`src/hdl/acfg_map.vh`:
```
// Constants of the converter configuration port: offsets, fields, defaults,
// pattern codes and values. Definitions only; included by acfg_port.v.
`ifndef ACFG_MAP_VH
`define ACFG_MAP_VH
// ****************************************
// Register offsets
// ****************************************
`define ACFG_A_CFG 13'h0000
`define ACFG_A_ID 13'h0001
`define ACFG_A_PWR 13'h0008
`define ACFG_A_DCS 13'h0009
`define ACFG_A_TEST 13'h000d
`define ACFG_A_USR0 13'h0019
`define ACFG_A_USR3 13'h001c
`define ACFG_A_LANE 13'h0021
// ****************************************
// Fields and reset values
// ****************************************
`define ACFG_CFG_FIXED 8'h18
`define ACFG_CFG_LSB_HI 6
`define ACFG_CFG_LSB_LO 1
`define ACFG_CFG_SRST_HI 5
`define ACFG_CFG_SRST_LO 2
`define ACFG_T_LONG_RST 4
`define ACFG_T_SHORT_RST 5
`define ACFG_TEST_RST 8'h00
`define ACFG_USR_RST 8'h00
`define ACFG_DCS_RST 1'b1
`define ACFG_STRAP_WAIT 2'h3
// ****************************************
// Pattern codes and values
// ****************************************
`define ACFG_P_OFF 4'h0
`define ACFG_P_MID 4'h1
`define ACFG_P_PFS 4'h2
`define ACFG_P_NFS 4'h3
`define ACFG_P_CHECK 4'h4
`define ACFG_P_PNL 4'h5
`define ACFG_P_PNS 4'h6
`define ACFG_P_WTOG 4'h7
`define ACFG_P_USER 4'h8
`define ACFG_P_BTOG 4'h9
`define ACFG_P_SYNC 4'ha
`define ACFG_P_ONEBIT 4'hb
`define ACFG_P_MIXED 4'hc
`define ACFG_V_MID 16'h8000
`define ACFG_V_PFS 16'hffff
`define ACFG_V_NFS 16'h0000
`define ACFG_V_CHECK1 16'haaaa
`define ACFG_V_CHECK2 16'h5554
`define ACFG_V_WTOG1 16'hfffc
`define ACFG_V_WTOG2 16'h0000
`define ACFG_V_BTOG 16'haaa8
`define ACFG_V_SYNC 16'h01fc
`define ACFG_V_ONEBIT 16'h8000
`define ACFG_V_MIXED 16'ha19c
`define ACFG_PNS_SEED 9'h1ff
`define ACFG_PNL_SEED 23'h7fffff
`endif

```
`src/hdl/acfg_port.v`:
```
// Three-wire configuration port with its register file and the output
// test-pattern generator. Serial pins are asynchronous and oversampled by
// core_clk_i; sample_en_i marks a running converter sample clock.
`timescale 1ns/100ps
`include "acfg_map.vh"
module acfg_port #(
    parameter [7:0] CHIP_ID = 8'h5a
) (
    input wire core_clk_i,
    input wire rst_i,
    input wire sclk_i,
    input wire port_select_n_i,
    input wire sdio_i,
    input wire power_off_pin_i,
    input wire sample_en_i,
    input wire [15:0] conv_data_i,
    output reg sdio_o,
    output reg sdio_oe_o,
    output reg data_valid_o,
    output reg [15:0] data_o,
    output reg format_en_o,
    output reg test_active_o,
    output reg power_down_o,
    output reg duty_cycle_stabilizer_o,
    output reg lane_one_o,
    output reg spi_mode_o
);
// ****************************************
// Functions
// ****************************************
// Sixteen steps of x^9+x^5+1; returns {state, word}
function [24:0] pns_adv;
    input [8:0] s;
    integer i;
    reg [8:0] t;
    reg [15:0] w;
    reg b;
    begin
        t = s;
        w = 16'h0000;
        for (i = 0; i < 16; i = i + 1) begin
            b = t[8] ^ t[4];
            t = {t[7:0], b};
            w = {w[14:0], b};
        end
        pns_adv = {t, w};
    end
endfunction
// Sixteen steps of x^23+x^18+1, stream inverted; returns {state, word}
function [38:0] pnl_adv;
    input [22:0] s;
    integer i;
    reg [22:0] t;
    reg [15:0] w;
    reg b;
    begin
        t = s;
        w = 16'h0000;
        for (i = 0; i < 16; i = i + 1) begin
            b = t[22] ^ t[17];
            t = {t[21:0], b};
            w = {w[14:0], ~b};
        end
        pnl_adv = {t, w};
    end
endfunction
function [7:0] bit_rev;
    input [7:0] v;
    integer i;
    begin
        for (i = 0; i < 8; i = i + 1)
            bit_rev[i] = v[7 - i];
    end
endfunction
// ****************************************
// Pin synchronisers
// ****************************************
// Bit 0 is the first flop; only bit 1 and the edge flop read further
reg [2:0] sclk_s;
reg [2:0] cs_s;
reg [1:0] sd_s;
reg [1:0] pd_s;
always @(posedge core_clk_i or posedge rst_i) begin
    if (rst_i) begin
        sclk_s <= 3'h0;
        cs_s <= 3'h7;
        sd_s <= 2'h0;
        pd_s <= 2'h0;
    end else begin
        sclk_s <= {sclk_s[1:0], sclk_i};
        cs_s <= {cs_s[1:0], port_select_n_i};
        sd_s <= {sd_s[0], sdio_i};
        pd_s <= {pd_s[0], power_off_pin_i};
    end
end
wire sck_rise = sclk_s[1] & ~sclk_s[2];
wire sck_fall = ~sclk_s[1] & sclk_s[2];
wire cs_low = ~cs_s[1];
wire cs_fall = ~cs_s[1] & cs_s[2];
wire cs_rise = cs_s[1] & ~cs_s[2];
// ****************************************
// Power-up straps
// ****************************************
reg [1:0] strap_cnt;
reg strap_done;
reg lane_strap;
reg pattern_strap;
reg pd_strap;
reg spi_mode;
always @(posedge core_clk_i or posedge rst_i) begin
    if (rst_i) begin
        strap_cnt <= 2'h0;
        strap_done <= 1'b0;
        lane_strap <= 1'b1;
        pattern_strap <= 1'b0;
        pd_strap <= 1'b0;
        spi_mode <= 1'b0;
    end else begin
        if (!strap_done) begin
            strap_cnt <= strap_cnt + 2'h1;
            // Wait until the synchronisers hold real pin levels
            if (strap_cnt == `ACFG_STRAP_WAIT) begin
                strap_done <= 1'b1;
                lane_strap <= sd_s[1];
                pattern_strap <= sclk_s[1] & cs_s[1];
                pd_strap <= pd_s[1];
            end
        end else if (cs_low) begin
            spi_mode <= 1'b1;
        end
    end
end
// ****************************************
// Register file
// ****************************************
reg lsb_first;
reg pwr_pd;
reg dcs_en;
reg lane_one_r;
reg [7:0] test_reg;
reg [7:0] usr [0:3];
reg wr_en;
reg [12:0] wr_addr;
reg [7:0] wr_data;
wire [1:0] usr_idx = wr_addr[1:0] - 2'h1;
integer k;
always @(posedge core_clk_i or posedge rst_i) begin
    if (rst_i) begin
        lsb_first <= 1'b0;
        pwr_pd <= 1'b0;
        dcs_en <= `ACFG_DCS_RST;
        lane_one_r <= 1'b0;
        test_reg <= `ACFG_TEST_RST;
        for (k = 0; k < 4; k = k + 1)
            usr[k] <= `ACFG_USR_RST;
    end else if (wr_en) begin
        case (wr_addr)
            `ACFG_A_CFG: begin
                // Soft reset is never stored, so it reads back clear
                if (wr_data[`ACFG_CFG_SRST_HI] | wr_data[`ACFG_CFG_SRST_LO]) begin
                    lsb_first <= 1'b0;
                    pwr_pd <= 1'b0;
                    dcs_en <= `ACFG_DCS_RST;
                    lane_one_r <= 1'b0;
                    test_reg <= `ACFG_TEST_RST;
                    for (k = 0; k < 4; k = k + 1)
                        usr[k] <= `ACFG_USR_RST;
                end else begin
                    lsb_first <= wr_data[`ACFG_CFG_LSB_HI] | wr_data[`ACFG_CFG_LSB_LO];
                end
            end
            `ACFG_A_PWR: pwr_pd <= wr_data[0];
            `ACFG_A_DCS: dcs_en <= wr_data[0];
            `ACFG_A_LANE: lane_one_r <= wr_data[0];
            `ACFG_A_TEST: test_reg <= wr_data;
            default: begin
                if (wr_addr >= `ACFG_A_USR0 && wr_addr <= `ACFG_A_USR3)
                    usr[usr_idx] <= wr_data;
            end
        endcase
    end
end
// ****************************************
// Serial frame engine
// ****************************************
reg frame_on;
reg data_ph;
reg done;
reg [3:0] cnt;
reg [15:0] instr;
reg rw;
reg [1:0] wlen;
reg [1:0] nbytes;
reg [12:0] addr;
wire [15:0] instr_full = {instr[14:0], sd_s[1]};
wire [7:0] byte_in = {instr[6:0], sd_s[1]};
reg [7:0] rd_now;
// Decoded inline so a register change alone refreshes the read byte
always @* begin
    case (addr)
        `ACFG_A_CFG: rd_now = `ACFG_CFG_FIXED | {1'b0, lsb_first, 4'h0, lsb_first, 1'b0};
        `ACFG_A_ID: rd_now = CHIP_ID;  // Arbitrary identification value
        `ACFG_A_PWR: rd_now = {7'h00, pwr_pd};
        `ACFG_A_DCS: rd_now = {7'h00, dcs_en};
        `ACFG_A_LANE: rd_now = {7'h00, lane_one_r};
        `ACFG_A_TEST: rd_now = test_reg;
        13'h0019: rd_now = usr[0];
        13'h001a: rd_now = usr[1];
        13'h001b: rd_now = usr[2];
        13'h001c: rd_now = usr[3];
        default: rd_now = 8'h00;
    endcase
end
wire [2:0] rd_pos = lsb_first ? cnt[2:0] : 3'h7 - cnt[2:0];
wire rd_drive = frame_on & data_ph & rw & ~done;
wire last_byte = (wlen != 2'h3) && (nbytes == wlen);
always @(posedge core_clk_i or posedge rst_i) begin
    if (rst_i) begin
        frame_on <= 1'b0;
        data_ph <= 1'b0;
        done <= 1'b0;
        cnt <= 4'h0;
        instr <= 16'h0000;
        rw <= 1'b0;
        wlen <= 2'h0;
        nbytes <= 2'h0;
        addr <= 13'h0000;
        wr_en <= 1'b0;
        wr_addr <= 13'h0000;
        wr_data <= 8'h00;
        sdio_o <= 1'b0;
        sdio_oe_o <= 1'b0;
    end else begin
        wr_en <= 1'b0;
        if (cs_rise) begin
            sdio_oe_o <= 1'b0;
            // Counted frames stall at a byte boundary; a stream ends at select rise
            if (done || cnt[2:0] != 3'h0 || !data_ph || wlen == 2'h3)
                frame_on <= 1'b0;
        end else if (cs_fall && spi_mode_o) begin
            if (!frame_on) begin
                frame_on <= 1'b1;
                data_ph <= 1'b0;
                done <= 1'b0;
                cnt <= 4'h0;
            end else if (rd_drive) begin
                sdio_oe_o <= 1'b1;
                sdio_o <= rd_now[rd_pos];
            end
        end else if (cs_low && frame_on) begin
            if (sck_rise && !data_ph) begin
                instr <= instr_full;
                cnt <= cnt + 4'h1;
                if (cnt == 4'hf) begin
                    data_ph <= 1'b1;
                    rw <= instr_full[15];
                    wlen <= instr_full[14:13];
                    addr <= instr_full[12:0];
                    nbytes <= 2'h0;
                end
            end else if (sck_rise && !done) begin
                instr <= {instr[14:0], sd_s[1]};
                cnt <= {1'b0, cnt[2:0] + 3'h1};
                if (cnt[2:0] == 3'h7) begin
                    if (!rw) begin
                        wr_en <= 1'b1;
                        wr_addr <= addr;
                        wr_data <= lsb_first ? bit_rev(byte_in) : byte_in;
                    end
                    addr <= lsb_first ? addr + 13'h0001 : addr - 13'h0001;
                    nbytes <= nbytes + 2'h1;
                    if (last_byte)
                        done <= 1'b1;
                end
            end else if (sck_fall) begin
                sdio_oe_o <= rd_drive;
                if (rd_drive)
                    sdio_o <= rd_now[rd_pos];
            end
        end
    end
end
// ****************************************
// Test pattern generator
// ****************************************
reg [8:0] pns;
reg [22:0] pnl;
reg tog;
wire [24:0] pns_nx = pns_adv(pns);
wire [38:0] pnl_nx = pnl_adv(pnl);
wire [3:0] code = spi_mode ? test_reg[3:0] :
    (pattern_strap ? `ACFG_P_ONEBIT : `ACFG_P_OFF);
reg [15:0] pat;
reg pat_fmt;
always @* begin
    pat = conv_data_i;
    pat_fmt = 1'b1;
    case (code)
        `ACFG_P_MID: pat = `ACFG_V_MID;
        `ACFG_P_PFS: pat = `ACFG_V_PFS;
        `ACFG_P_NFS: pat = `ACFG_V_NFS;
        `ACFG_P_PNL: pat = pnl_nx[15:0];
        `ACFG_P_PNS: pat = pns_nx[15:0];
        `ACFG_P_CHECK: begin
            pat = tog ? `ACFG_V_CHECK2 : `ACFG_V_CHECK1;
            pat_fmt = 1'b0;
        end
        `ACFG_P_WTOG: begin
            pat = tog ? `ACFG_V_WTOG2 : `ACFG_V_WTOG1;
            pat_fmt = 1'b0;
        end
        `ACFG_P_USER: begin
            pat = tog ? {usr[3], usr[2]} : {usr[1], usr[0]};
            pat_fmt = 1'b0;
        end
        `ACFG_P_BTOG: begin
            pat = `ACFG_V_BTOG;
            pat_fmt = 1'b0;
        end
        `ACFG_P_SYNC: begin
            pat = `ACFG_V_SYNC;
            pat_fmt = 1'b0;
        end
        `ACFG_P_ONEBIT: begin
            pat = `ACFG_V_ONEBIT;
            pat_fmt = 1'b0;
        end
        `ACFG_P_MIXED: begin
            pat = `ACFG_V_MIXED;
            pat_fmt = 1'b0;
        end
        default: pat = conv_data_i;
    endcase
end
always @(posedge core_clk_i or posedge rst_i) begin
    if (rst_i) begin
        pns <= `ACFG_PNS_SEED;
        pnl <= `ACFG_PNL_SEED;
        tog <= 1'b0;
        data_o <= 16'h0000;
        data_valid_o <= 1'b0;
        format_en_o <= 1'b1;
        test_active_o <= 1'b0;
    end else begin
        data_valid_o <= sample_en_i;
        test_active_o <= code != `ACFG_P_OFF;
        if (test_reg[`ACFG_T_SHORT_RST])
            pns <= `ACFG_PNS_SEED;
        else if (sample_en_i && code == `ACFG_P_PNS)
            pns <= pns_nx[24:16];
        if (test_reg[`ACFG_T_LONG_RST])
            pnl <= `ACFG_PNL_SEED;
        else if (sample_en_i && code == `ACFG_P_PNL)
            pnl <= pnl_nx[38:16];
        // Held while the sample clock is stopped
        if (sample_en_i) begin
            tog <= ~tog;
            data_o <= pat;
            format_en_o <= pat_fmt;
        end
    end
end
// ****************************************
// Static controls
// ****************************************
always @(posedge core_clk_i or posedge rst_i) begin
    if (rst_i) begin
        power_down_o <= 1'b0;
        duty_cycle_stabilizer_o <= 1'b1;
        lane_one_o <= 1'b0;
        spi_mode_o <= 1'b0;
    end else begin
        spi_mode_o <= spi_mode;
        power_down_o <= spi_mode ? (pd_s[1] | pwr_pd) : pd_strap;
        duty_cycle_stabilizer_o <= spi_mode ? dcs_en : 1'b1;
        lane_one_o <= spi_mode ? lane_one_r : ~lane_strap;
    end
end
endmodule

```
`config.mk`:
```
export PLATFORM = sky130hd
export DESIGN_NAME = acfg_port
export DESIGN_NICKNAME = d
export VERILOG_FILES = /design/src/hdl/acfg_port.v
export VERILOG_INCLUDE_DIRS = /design/src /design/src/hdl
export SDC_FILE = /design/constraint.sdc
export NUM_CORES = 1
export LEC_CHECK = 0
export BUFFER_PORTS_ARGS = -buffer_cell sky130_fd_sc_hd__buf_2
export CORE_UTILIZATION = 43
export DETAILED_ROUTE_END_ITERATION = 6
export PLACE_DENSITY = 0.58
export REMOVE_ABC_BUFFERS = 1
export SLEW_MARGIN = 20
export SYNTH_ARGS = -nofsm -noshare
export SYNTH_HDL_FRONTEND = slang
export SYNTH_SLANG_ARGS = --single-unit
```
`constraint.sdc`:
```
create_clock -name core_clk_i -period 15.79 [get_ports core_clk_i]
set_input_delay 3.158 -clock core_clk_i [delete_from_list [all_inputs] [get_ports core_clk_i]]
set_output_delay 3.158 -clock core_clk_i [all_outputs]
set_load 0.01 [all_outputs]
```
# Word level (Yosys, flattened, before mapping)
# Cells that the tools add are included.
[totals] wordCells=318 inputBits=23 regBits=181 output_inout_bits=25
[op_classes] n_addsub=8 eq_ne=42 order_cmp=5 n_bitwise=73 muxes=87 reduce_logical=59
[op_table] operator="case mux 16 bit (11 select lines)" count=1
[op_table] operator="case mux 8 bit (10 select lines)" count=1
[op_table] operator="== test 13 x 4 -> 1 bit, second input constant" count=6
[op_table] operator="2-to-1 mux 13 bit" count=5
[op_table] operator="2-to-1 mux 32 bit" count=2
[op_table] operator="case mux 32 bit (2 select lines)" count=1
[op_table] operator="== test 13 x 5 -> 1 bit, second input constant" count=4
[op_table] operator="2-to-1 mux 16 bit" count=3
[op_table] operator="2-to-1 mux 1 bit" count=46
[op_table] operator="2-to-1 mux 23 bit" count=2
[op_table] operator="nonzero test 2 bit" count=17
[op_table] operator="bitwise mux 32 bit" count=1
[op_table] operator="bitwise XOR 1 bit" count=32
[op_table] operator="2-to-1 mux 15 bit" count=2
[op_table] operator="inverter 1 bit" count=29
[op_table] operator="2-to-1 mux 4 bit" count=7
[op_table] operator="== test 13 x 6 -> 1 bit, second input constant" count=2
[op_table] operator="logical NOT 13 bit" count=2
[op_table] operator="== test 4 bit, second input constant" count=6
[op_table] operator="2-to-1 mux 8 bit" count=3
[op_table] operator="2-to-1 mux 9 bit" count=2
[op_table] operator="AND reduction 6 bit" count=3
[op_table] operator="demux 8 bit (select 2 bit)" count=1
[op_table] operator="== test 4 x 3 -> 1 bit, second input constant" count=4
[op_table] operator="other kinds (42)" count=92

# Depth between registers and ports, before layout
# Gate-level depths: netlist (run 1).
[depth] ltp_word=10 mapped_depth=11 ltp_nobuf=9

# Worst setup path after synthesis (run 1)
# OpenSTA, ideal clock, no wires.
[synth_path] path_type="input port to flip-flop" from="input port sample_en_i" to="register pnl[0]" setup_time_ns=0.082 path_slack_ns=11.604 arrival_ns=4.104 path_buffers=2 t_required_ns=15.708 stages=5 path_cell_list="clkbuf_1 nand2_1 clkbuf_1 nor2_1 a211o_1"
[synth_via] elab_chain_cells=2
[synth_rtl] item="start: declaration" line_no="acfg_port.v:15" text="input wire sample_en_i,"
[synth_rtl] item="logical AND 1 bit (no source line)"
[synth_rtl] item="nonzero test 2 bit (no source line)"
[synth_rtl] item="end signal: assignment" line_no="acfg_port.v:338" text="pnl <= `ACFG_PNL_SEED;"
[synth_rtl] item="end signal: assignment" line_no="acfg_port.v:352" text="pnl <= `ACFG_PNL_SEED;"
[synth_rtl] item="end signal: assignment" line_no="acfg_port.v:354" text="pnl <= pnl_nx[38:16];"
[synth_rtl] item="end: declaration" line_no="acfg_port.v:287" text="reg [22:0] pnl;"
# Every way passes these cells.
# A chain may end at the register's enable or synchronous reset.

==> summary.txt, run 1 <==
Route
  • Via count: 7,630
  • Remaining DRCs: 0
  • Detail Route met3 WL: 1050 µm
  • Via/cell ratio: 5.85
  • Wire length on met2: 12,100 µm
  • WL met1: 11,900 µm
  • DRT iter0 DRCs: 578
  • Final ANT Viol Nets: 0
  • Initial DRT Pass Iterations: 7
  • WL per Instance: 19.7 µm
  • Final WL: 25,700 µm
  • Uppermost routed layer: met4

CTS
  • Root Buffer Master: clkbuf_16
  • Clk slew on worst S/H paths: 70 ps
  • Deepest clock path buffer count: 2
  • CTS H-tree depth: 4
  • CTS tree: built
  • Post-CTS Setup Inserts: 0
  • Post-CTS resize count: 0
  • CTS sink count: approximately 180
  • Hold buffers post-CTS: 0
  • Clk Latency, worst-skew pair: 450 ps
  • TritonCTS Buffers: 17

Worst setup path
  • Crit path launch type: input port
  • Endpoint type of the worst setup path: asynchronous set/reset pin
  • Setup CP Type: input port to asynchronous set/reset pin
  • R2R Setup Slk: approximately 13,000 ps
  • R2R Path End: sdio_o$_DFFE_PP0P_
  • Reg-to-reg startpoint: addr[10]$_DFFE_PP0P_
  • Max FO, Critical Path: approximately 120
  • R2R depth: 7
  • Worst EP required: between 15,000 and 20,000 ps
  • Worst path arrival time: 4770 ps

Place
  • Post-Place Worst Slack: 10,830 ps
  • Port bufs: 47
  • Dpl cells: 1,272
  • Post-DP HPWL: about 18,000 µm
  • Routability Congestion: 0.901

Logic synthesis
  • Most used DFF post-synth: dfrtp_1
  • Total number of yosys warnings: 0
  • Mean Syn Cell Area: approximately 9.5 µm²
  • Asr flop ratio synth: 100%
  • Seq cells post-synth: 181
  • Sequential share of the synthesized area: 48.1%
  • Number of synthesized flops with an enable pin: 0
  • Synth area leader: dfrtp_1
  • Most numerous cell in the Yosys netlist: nand2_1
  • Mapped cell area: ~0.0095 mm²
  • Yosys cell types: 71
  • Mapped Cells: 1,007
  • Synth top area cells: dfrtp_1 37%, dfstp_2 11%, nand2_1 5.6%, nor2_1 3.1%, mux2_2 3.0%
  • Post-synth top area share: 37.3%
  • Post-synth top cells: 143 x nand2_1, 142 x dfrtp_1, 79 x nor2_1

Hold path
  • Hold path depth: 0
  • HP Class: register to register
  • Hold Startpoint: pd_s[0]$_DFF_PP0_
  • WHS Endpoint: pd_s[1]$_DFF_PP0_

STA
  • Minimum clock period after layout: 4320 ps
  • Part of the cycle the worst path needs: 27.3%
  • Slew Viols, Final: 0
  • Setup-violating endpoint count in the final report: 0
  • Fin. Hold Viols: 0
  • Measured slew at the worst slew-check pin: 1060 ps
  • Setup_tns: 0 ps
  • RSZ-0062 raised after global routing: no
  • Achievable Freq: 0.232 GHz
  • Slew margin rel.: 29.6%
  • Clock Skew: about 14 ps
  • Final worst slack: 11,470 ps

Final layout
  • Final Non-Filler Cells: 1,304
  • Max reg flops: 32
  • Share of cells above drive strength 1: 16.4%
  • Final #Nets: 1,043
  • Most flop-heavy register: usr
  • # fillers: 2,081
  • Inserted Diodes: 0
  • P&R area growth vs syn: 9.99%
  • Biggest regs: usr: 32 flops, pnl: 23 flops, data_o: 16 flops

Power
  • Peak VDD IR: 0.0623 mV
  • PnR Total Power: 964 µW
  • Int Power: 723 µW
  • Logic pwr share: 5.5%
  • Reg power frac: between 50% and 60%
  • Clk pwr share: 43.2%
  • Leak: 0.00477 µW
  • Net Sw Frac: roughly 25%
  • Pwr per Cell Area: around 90 mW/mm²
  • NetSw: ~240 µW

Global routing
  • Total GRT Usage: between 20% and 30%
  • Global route overflow: 0
  • Vias in the first global route: 7,266
  • Initial antenna violation count: 0
  • Global-route wire length before repair: 40,900 µm
  • Largest net degree at the start of global routing: 116

Floorplanning
  • Top Ports: 48
  • Initial Utilization: 43.8%
  • Die H: 151 µm
  • Cell Rows: 54
  • Die width: 151 µm
  • Total core area: 0.0218 mm²
  • DIE AREA: 0.0227 mm²

Status
  • Status: finished, final reports clean

Run
  • Max cap viols: 0
-- layer usage --
metal | GRT usage, % | vias up
met1 | 32.4 | 3737
met5 | 0 | -
met2 | 38.3 | 212
li1 | - | 3636
met3 | 3.95 | 45
met4 | 8.30 | 0
-- cells by family after synthesis --
family | count (synthesis) | synth area share (%)
AO/OA/AOI/OAI | 268 | 19.8
adder cells (fa/ha/maj) | 9 | 1.18
buffers and inverters | 106 | 4.36
AND/OR/NAND/NOR | 357 | 17.7
flip-flops | 181 | 48.1
multiplexers | 47 | 5.28
XOR/XNOR | 39 | 3.59
-- power groups by stage --
| stage | sequential (µW) | combinational (µW) | clock (µW) |
|---|---|---|---|
| final | 495 | 52.8 | 416 |
| after global routing | 498 | 59.6 | 445 |
| after CTS | 496 | 53.8 | 426 |
| after detailed placement | 504 | 53.6 | 0 |
| after global placement | 504 | 53.2 | 0 |
| after floorplan | 500 | 34.1 | 0 |
-- worst max path at each step --
stage                                     end  cells after the start        start
final                         tog$_DFFE_PP0P_                      3        rst_i
after global routing      usr[16]$_DFFE_PP0P_                      3        rst_i
after CTS                 pnl[15]$_DFFE_PP1P_                      4  sample_en_i
after detailed placement  pnl[20]$_DFFE_PP1P_                      4  sample_en_i
after global placement     pnl[0]$_DFFE_PP1P_                      4  sample_en_i
after floorplan           addr[0]$_DFFE_PP0P_                      1        rst_i
-- stage by stage --
stage	cell area [µm²]	hold slack, ps	util, %
finish	10500	348	48.1
global route	10500	356	48.1
CTS	10500	354	48.1
detailed placement	9900	337	45.5
global placement	9900	333	45.5
floorplan	9240	331	-
-- cell usage in the layout, fill, tap and decap left out, types with 5 or more instances in the layout --
cell,Yosys,layout
a211o_1,32,32
a21o_1,6,6
a21oi_1,48,47
a222oi_1,6,6
a22o_1,24,24
a22oi_1,5,5
a31oi_1,11,11
and3_1,17,17
buf_2,2,47
buf_4,0,9
clkbuf_16,0,19
dfrtp_1,142,142
dfstp_2,39,39
ha_1,9,9
inv_1,35,34
inv_6,0,6
mux2_2,25,25
mux2i_1,21,21
nand2_1,143,142
nand2b_1,16,16
nand3_1,30,30
nand4_1,8,8
nor2_1,79,79
nor2b_1,8,8
nor3_1,16,16
nor4_1,8,8
o211ai_1,13,13
o21ai_0,55,55
o221ai_1,12,12
o22ai_1,14,14
o31ai_1,6,6
o32ai_1,5,5
or2_2,6,6
xnor2_1,24,24
xor2_1,15,15
-- cell type report --
| class | instances | area, µm² | area share [%] |
|---|---|---|---|
| Clock inverter | 11 | 85.1 | 0.812 |
| Inverter | 35 | 139 | 1.33 |
| Clock buffer | 21 | 483 | 4.61 |
| Multi-Input combinational cell | 720 | 4530 | 43.3 |
| Tap cell | 280 | 350 | 3.35 |
| Sequential cell | 181 | 4580 | 43.7 |
| Timing Repair Buffer | 56 | 303 | 2.89 |
-- critical path, stage by stage --
cell and delay, ps:
buf_2 130, inv_8 530, buf_4 780
(Power assumes the default switching activity.)
==> run 2, diff against run 1 <==
- clock period: 15.79 -> 4.5 ns (I/O delays scaled with it)
==> run 2 against run 1 <==
  * Via count grew 0.54%
  * Sequential share of layout area shrank 0.25 points
  * Utilization grew 0.28 points
  * Sequential cell count is the same
  * Non-clock buffer count grew 1
  * Worst setup slack lost 10000 ps
  * Largest cell class unchanged
==> summary.txt, run 2 (synthesis gave the netlist of run 1 again) <==
Status
  • Status: finished, final reports clean (unchanged)

STA
  • Fin. Hold Viols: 0 (unchanged)
  • Part of the cycle the worst path needs: 67.1%
  • Slew Viols, Final: 0 (unchanged)
  • RSZ-0062 raised after global routing: no (unchanged)
  • Setup-violating endpoint count in the final report: 0 (unchanged)
  • Measured slew at the worst slew-check pin: 1010 ps (was 1060 ps)
  • Achievable Freq: 0.331 GHz
  • Minimum clock period after layout: 3020 ps
  • Slew margin rel.: 32.4% (was 29.6%)
  • Final worst slack: 1480 ps (was 11,470 ps)
  • Clock Skew: 13.2 ps (was 13.8 ps)

Final layout
  • # fillers: 2,040 (was 2,081)
  • Final #Nets: 1,044 (was 1,043)
  • Share of cells above drive strength 1: 16.6% (was 16.4%)
  • Biggest regs: usr: 32 flops, pnl: 23 flops, data_o: 16 flops (unchanged)
  • Commonest cells after routing, fill and taps aside: 142 x nand2_1, 142 x dfrtp_1, 79 x nor2_1 (unchanged)
  • Inserted Diodes: 0 (unchanged)
  • Max reg flops: 32 (unchanged)
  • P&R area growth vs syn: 10.6% (was 9.99%)
  • Final Cell Area: 0.0105 mm² (about the same)
  • Most flop-heavy register: usr (unchanged)
  • Final core occ: 48.4% (was 48.1%)

Route
  • Remaining DRCs: 0 (unchanged)
  • Via/cell ratio: 5.88 (was 5.85)
  • WL per Instance: 20.1 µm (was 19.7 µm)
  • Final WL: 26,300 µm (was 25,700 µm)
  • Initial DRT Pass Iterations: 5 (was 7)
  • Final ANT Viol Nets: 0 (unchanged)
  • Via count: 7,671 (was 7,630)
  • DRT iter0 DRCs: 525 (was 578)

Place
  • Routability Congestion: 0.894 (was 0.901)
  • Placed Area: 0.00992 mm² (was 0.00990 mm²)
  • Post-DP HPWL: 18,400 µm (was 18,000 µm)
  • Port bufs: 47 (unchanged)
  • Post-Place Worst Slack: 1570 ps (was 10,830 ps)

CTS
  • Deepest clock path buffer count: 2 (unchanged)
  • Clk Latency, worst-skew pair: 430 ps (was 450 ps)
  • CTS sink count: 181 (unchanged)
  • Hold buffers post-CTS: 0 (unchanged)
  • TritonCTS Buffers: 17 (unchanged)
  • Root Buffer Master: clkbuf_16 (unchanged)
  • CTS tree: built (unchanged)
  • Post-CTS Setup Inserts: 0 (unchanged)
  • Clk slew on worst S/H paths: 70 ps (about the same)
  • Post-CTS resize count: 0 (unchanged)
  • CTS H-tree depth: 4 (unchanged)

Power
  • Leak: 0.00479 µW (was 0.00477 µW)
  • Int Power: 2610 µW (was 723 µW)
  • Net Sw Frac: 25.2% (was 25.1%)
  • Logic pwr share: 6.0% (was 5.5%)
  • Clk pwr share: 44.6% (was 43.2%)
  • Reg power frac: 49.4% (was 51.4%)
  • NetSw: 879 µW (was 242 µW)
  • Pwr per Cell Area: 331 mW/mm² (was 92.1 mW/mm²)
  • Peak VDD IR: 0.235 mV (was 0.0623 mV)
  • PnR Total Power: 3490 µW (was 964 µW)

Hold path
  • HP Class: register to register (unchanged)

Floorplanning
  • Initial Utilization: 43.8% (unchanged)
  • Total core area: 0.0218 mm² (unchanged)
  • Die width: 151 µm (unchanged)
  • DIE AREA: 0.0227 mm² (unchanged)
  • Top Ports: 48 (unchanged)
  • Die H: 151 µm (unchanged)
  • Cell Rows: 54 (unchanged)

Run
  • Max cap viols: 0 (unchanged)

Global routing
  • Total GRT Usage: 24.2% (was 23.8%)
  • Global-route wire length before repair: 41,400 µm (was 40,900 µm)
  • Global route overflow: 0 (unchanged)
  • Met3 Track Usage GR: 3.80% (was 3.95%)
  • Largest net degree at the start of global routing: 107 (was 116)
  • Most crowded layer after global routing: met2 (unchanged)
  • M2 GR Usage: 40.0% (was 38.3%)
  • Initial antenna violation count: 0 (unchanged)
  • GRT met1 Usage: 31.8% (was 32.4%)
  • Vias in the first global route: 7,229 (was 7,266)

Worst setup path
  • Worst path arrival time: 3390 ps (was 4770 ps)
  • Endpoint type of the worst setup path: register (was asynchronous set/reset pin)
  • Crit path launch type: register (was input port)
  • Setup CP Type: register to register (was input port to asynchronous set/reset pin)
  • Worst EP required: 4870 ps (was 16,250 ps)
  • Max FO, Critical Path: 12 (was 115)
run 2: cell count changes in the layout (fill, tap and decap cells not counted), sizes merged:
cell	previous run	this run
bufinv	0	2
clkbuf	21	19
clkinvlp	0	2
inv	43	40
clkinv	3	4
buf	56	57
run 2: per-layer routing:
layer	routed length [µm]	up-vias
li1	-	3646
met1	11800	3771
met2	12700	214
met3	1110	40
met4	697	0
met5	0	-
run 2: metrics by stage:
| step | hold WS (ps) | setup TNS [ps] | std cells |
|---|---|---|---|
| 2_1_floorplan | 331 | -177610 | 936 |
| 6_report | 351 | 0 | 1305 |
| 3_3_place_gp | 334 | 0 | 1273 |
| 4_1_cts | 353 | 0 | 1305 |
| 5_1_grt | 363 | 0 | 1305 |
| 3_5_place_dp | 335 | 0 | 1273 |
run 2: cell type report:
class	instances	area, µm²	share of cell area [%]
Clock inverter	13	165	1.57
Multi-Input combinational cell	720	4530	43.1
Timing Repair Buffer	57	323	3.06
Inverter	35	139	1.32
Sequential cell	181	4580	43.5
Clock buffer	19	443	4.21
Tap cell	280	350	3.33
run 2: final timing paths:
path	start	endpoint	slack [ps]	cells past startpoint
setup / recovery	addr[10]$_DFFE_PP0P_	sdio_o$_DFFE_PP0P_	1480	7
hold / removal	sclk_s[0]$_DFF_PP0_	sclk_s[1]$_DFF_PP0_	350	0
setup reg to reg	addr[10]$_DFFE_PP0P_	sdio_o$_DFFE_PP0P_	1480	7
hold reg to reg	sclk_s[0]$_DFF_PP0_	sclk_s[1]$_DFF_PP0_	350	0
max in group asynchronous	rst_i	wr_data[6]$_DFFE_PP0P_	3050	3
min in group asynchronous	rst_i	data_valid_o$_DFF_PP0_	490	2
run 2: power by group through the flow:
| stage | clock network [µW] | registers (µW) | logic [µW] |
|---|---|---|---|
| 2_1_floorplan | 0 | 1760 | 120 |
| 3_3_place_gp | 0 | 1750 | 210 |
| 3_5_place_dp | 0 | 1750 | 211 |
| 4_1_cts | 1590 | 1720 | 211 |
| 5_1_grt | 1640 | 1730 | 235 |
| 6_report | 1560 | 1720 | 209 |
run 2: worst max-delay path, stage by stage (launching register included):
cell and delay (ps):
dfrtp_1 530, nor4_1 740, nand2_1 330, o32ai_1 470, o311ai_0 240, a2111oi_2 360
a311o_1 150, mux2_1 120
==> run 3, diff against run 2 <==
- PLACE_DENSITY: 0.58 -> 0.61
- clock period: 4.5 -> 2.7 ns (I/O delays scaled with it)
==> run 3 against run 2 <==
  * First-iteration DRC count is 3.2% higher
  * Combinational power up 72%
  * Worst setup slack got worse by 1400 ps
  * Register-to-register slack worse by 1400 ps
  * Utilization grew 1.1 points
  * Via count increased by 1.6%
  * Clock power rose by 54%
  * Global-route usage up 0.24 points
  * Sequential share of layout area down 1.0 points
  * Sequential cell count stayed put
  * Clock skew is 1.8 ps lower
  * Total power up 61%
  * Largest cell class unchanged
  * Highest routed layer unchanged
==> summary.txt, run 3 (synthesis gave the netlist of run 1 again) <==
STA
  • RSZ-0062 raised after global routing: no (unchanged)
  • Setup-violating endpoint count in the final report: 0 (unchanged)
  • Slew margin rel.: 54.8% (was 32.4%)
  • Part of the cycle the worst path needs: 96.7% (was 67.1%)
  • Setup_tns: 0 ps (unchanged)
  • Fin. Hold Viols: 0 (unchanged)
  • Achievable Freq: 0.383 GHz (was 0.331 GHz)
  • Measured slew at the worst slew-check pin: 673 ps (was 1010 ps)
  • Clock Skew: 11.3 ps (was 13.2 ps)
  • Minimum clock period after layout: 2610 ps (was 3020 ps)
  • Slew Viols, Final: 0 (unchanged)

Final layout
  • Inserted Diodes: 0 (unchanged)
  • Share of cells above drive strength 1: 19.6% (was 16.6%)
  • Commonest cells after routing, fill and taps aside: 143 x nand2_1, 142 x dfrtp_1, 79 x nor2_1 (was 142 x nand2_1, 142 x dfrtp_1, 79 x nor2_1)
  • Final core occ: 49.6% (was 48.4%)
  • Most flop-heavy register: usr (unchanged)
  • Commonest non-fill, non-tap cell in the layout: nand2_1
  • P&R area growth vs syn: 13.2% (was 10.6%)
  • Biggest regs: usr: 32 flops, pnl: 23 flops, data_o: 16 flops (unchanged)
  • Max reg flops: 32 (unchanged)
  • Final #Nets: 1,077 (was 1,044)

Worst setup path
  • Setup CP Type: register to register (unchanged)
  • Reg-to-reg startpoint: addr[0]$_DFFE_PP0P_ (was addr[10]$_DFFE_PP0P_)
  • Crit path launch type: register (unchanged)
  • Worst path arrival time: 2920 ps (was 3390 ps)
  • Endpoint type of the worst setup path: register (unchanged)
  • Max FO, Critical Path: 6 (was 12)
  • Worst EP required: 3010 ps (was 4870 ps)
  • Critical path startpoint: addr[0]$_DFFE_PP0P_ (was addr[10]$_DFFE_PP0P_)

Run
  • Max cap viols: 0 (unchanged)

Floorplanning
  • DIE AREA: 0.0227 mm² (unchanged)
  • Total core area: 0.0218 mm² (unchanged)
  • Top Ports: 48 (unchanged)
  • Die width: 151 µm (unchanged)
  • Die H: 151 µm (unchanged)
  • Initial Utilization: 43.8% (unchanged)
  • Cell Rows: 54 (unchanged)

Global routing
  • Global route overflow: 0 (unchanged)
  • Vias in the first global route: 7,426 (was 7,229)
  • Initial antenna violation count: 0 (unchanged)
  • Global-route wire length before repair: 41,900 µm (was 41,400 µm)
  • Largest net degree at the start of global routing: 57 (was 107)
  • Total GRT Usage: 24.4% (was 24.2%)

Route
  • Via count: 7,791 (was 7,671)
  • WL met1: 11,700 µm (was 11,800 µm)
  • DRT iter0 DRCs: 542 (was 525)
  • Via/cell ratio: 5.82 (was 5.88)
  • Uppermost routed layer: met4 (unchanged)
  • Initial DRT Pass Iterations: 5 (unchanged)
  • Remaining DRCs: 0 (unchanged)
  • Detail Route met3 WL: 1110 µm (about the same)
  • Wire length on met2: 12,500 µm (was 12,700 µm)
  • Final ANT Viol Nets: 0 (unchanged)
  • WL per Instance: 19.7 µm (was 20.1 µm)
  • Final WL: 26,300 µm (about the same)

Power
  • Reg power frac: 50.9% (was 49.4%)
  • Int Power: 4170 µW (was 2610 µW)
  • Leak: 0.00495 µW (was 0.00479 µW)
  • Clk pwr share: 42.7% (was 44.6%)
  • Net Sw Frac: 25.9% (was 25.2%)
  • Logic pwr share: 6.4% (was 6.0%)
  • NetSw: 1450 µW (was 879 µW)
  • Peak VDD IR: 0.334 mV (was 0.235 mV)
  • Pwr per Cell Area: 521 mW/mm² (was 331 mW/mm²)

CTS
  • TritonCTS Buffers: 17 (unchanged)
  • Clk Latency, worst-skew pair: 430 ps (about the same)
  • CTS sink count: 181 (unchanged)
  • Post-CTS Setup Inserts: 0 (unchanged)
  • CTS tree: built (unchanged)
  • Root Buffer Master: clkbuf_16 (unchanged)
  • Deepest clock path buffer count: 2 (unchanged)
  • Hold buffers post-CTS: 0 (unchanged)
  • Post-CTS resize count: 0 (unchanged)
  • CTS H-tree depth: 4 (unchanged)
  • Clk slew on worst S/H paths: 70 ps (about the same)

Hold path
  • HP Class: input port to asynchronous set/reset pin (was register to register)

Place
  • Port bufs: 47 (unchanged)
  • Routability Congestion: 0.908 (was 0.894)
  • Post-DP HPWL: 19,100 µm (was 18,400 µm)

Status
  • Status: finished, final reports clean (unchanged)
-- run 3: final timing paths --
check	endpoint	slack, ps	depth (start not counted)
max in group asynchronous	addr[5]$_DFFE_PP0P_	1800	3
min in group core_clk_i	cs_s[0]$_DFF_PP1_	190	1
worst max register to register	sdio_o$_DFFE_PP0P_	90	9
worst min register to register	pd_s[1]$_DFF_PP0_	350	0
worst max-delay path	sdio_o$_DFFE_PP0P_	90	9
worst min-delay path	usr[25]$_DFFE_PP0P_	110	2
-- run 3: worst max-delay path, cell delays in order (launching register included) --
cell       delay (ps)
dfrtp_1           410
inv_1             130
ha_1              280
buf_4             180
a222oi_1          340
o32ai_1           200
nor4_1            290
a2111oi_2          80
a311o_1           280
mux2_1            300
-- run 3: area by class of cell --
| cell class | instances | area (µm²) |
|---|---|---|
| clock buffers | 19 | 443 |
| well taps | 280 | 350 |
| flip-flops and latches | 181 | 4580 |
| inverters | 35 | 136 |
| clock inverters | 13 | 114 |
| repair buffers | 90 | 596 |
| fillers | 2051 | 11000 |
| multi-input cells | 720 | 4560 |
-- run 3: power by group through the flow --
stage          clock, µW  combinational, µW  sequential (µW)
2_1_floorplan          0                200             2930
3_3_place_gp           0                360             2910
3_5_place_dp           0                361             2910
4_1_cts             2450                365             2860
5_1_grt             2560                403             2870
6_report            2400                360             2860
-- run 3: per-stage QoR --
step / worst slack (ps) / power [µW] / cell area, µm² / hold slack [ps] / instances
global placement: 142 / 3270 / 10200 / 334 / 1306
finish: 89.4 / 5620 / 10800 / 109 / 1338
global route: 7.25 / 5830 / 10800 / 130 / 1338
floorplan: -2690 / 3120 / 9240 / 331 / 936
detailed placement: 87.8 / 3270 / 10200 / 335 / 1306
CTS: 89.9 / 5670 / 10700 / 111 / 1338
-- run 3: per-layer routing --
metal  GRT usage (%)  up-vias
met3            3.19       54
met2            40.0      248
met4            11.4        0
met1            32.0     3777
met5               0        -
li1                -     3712
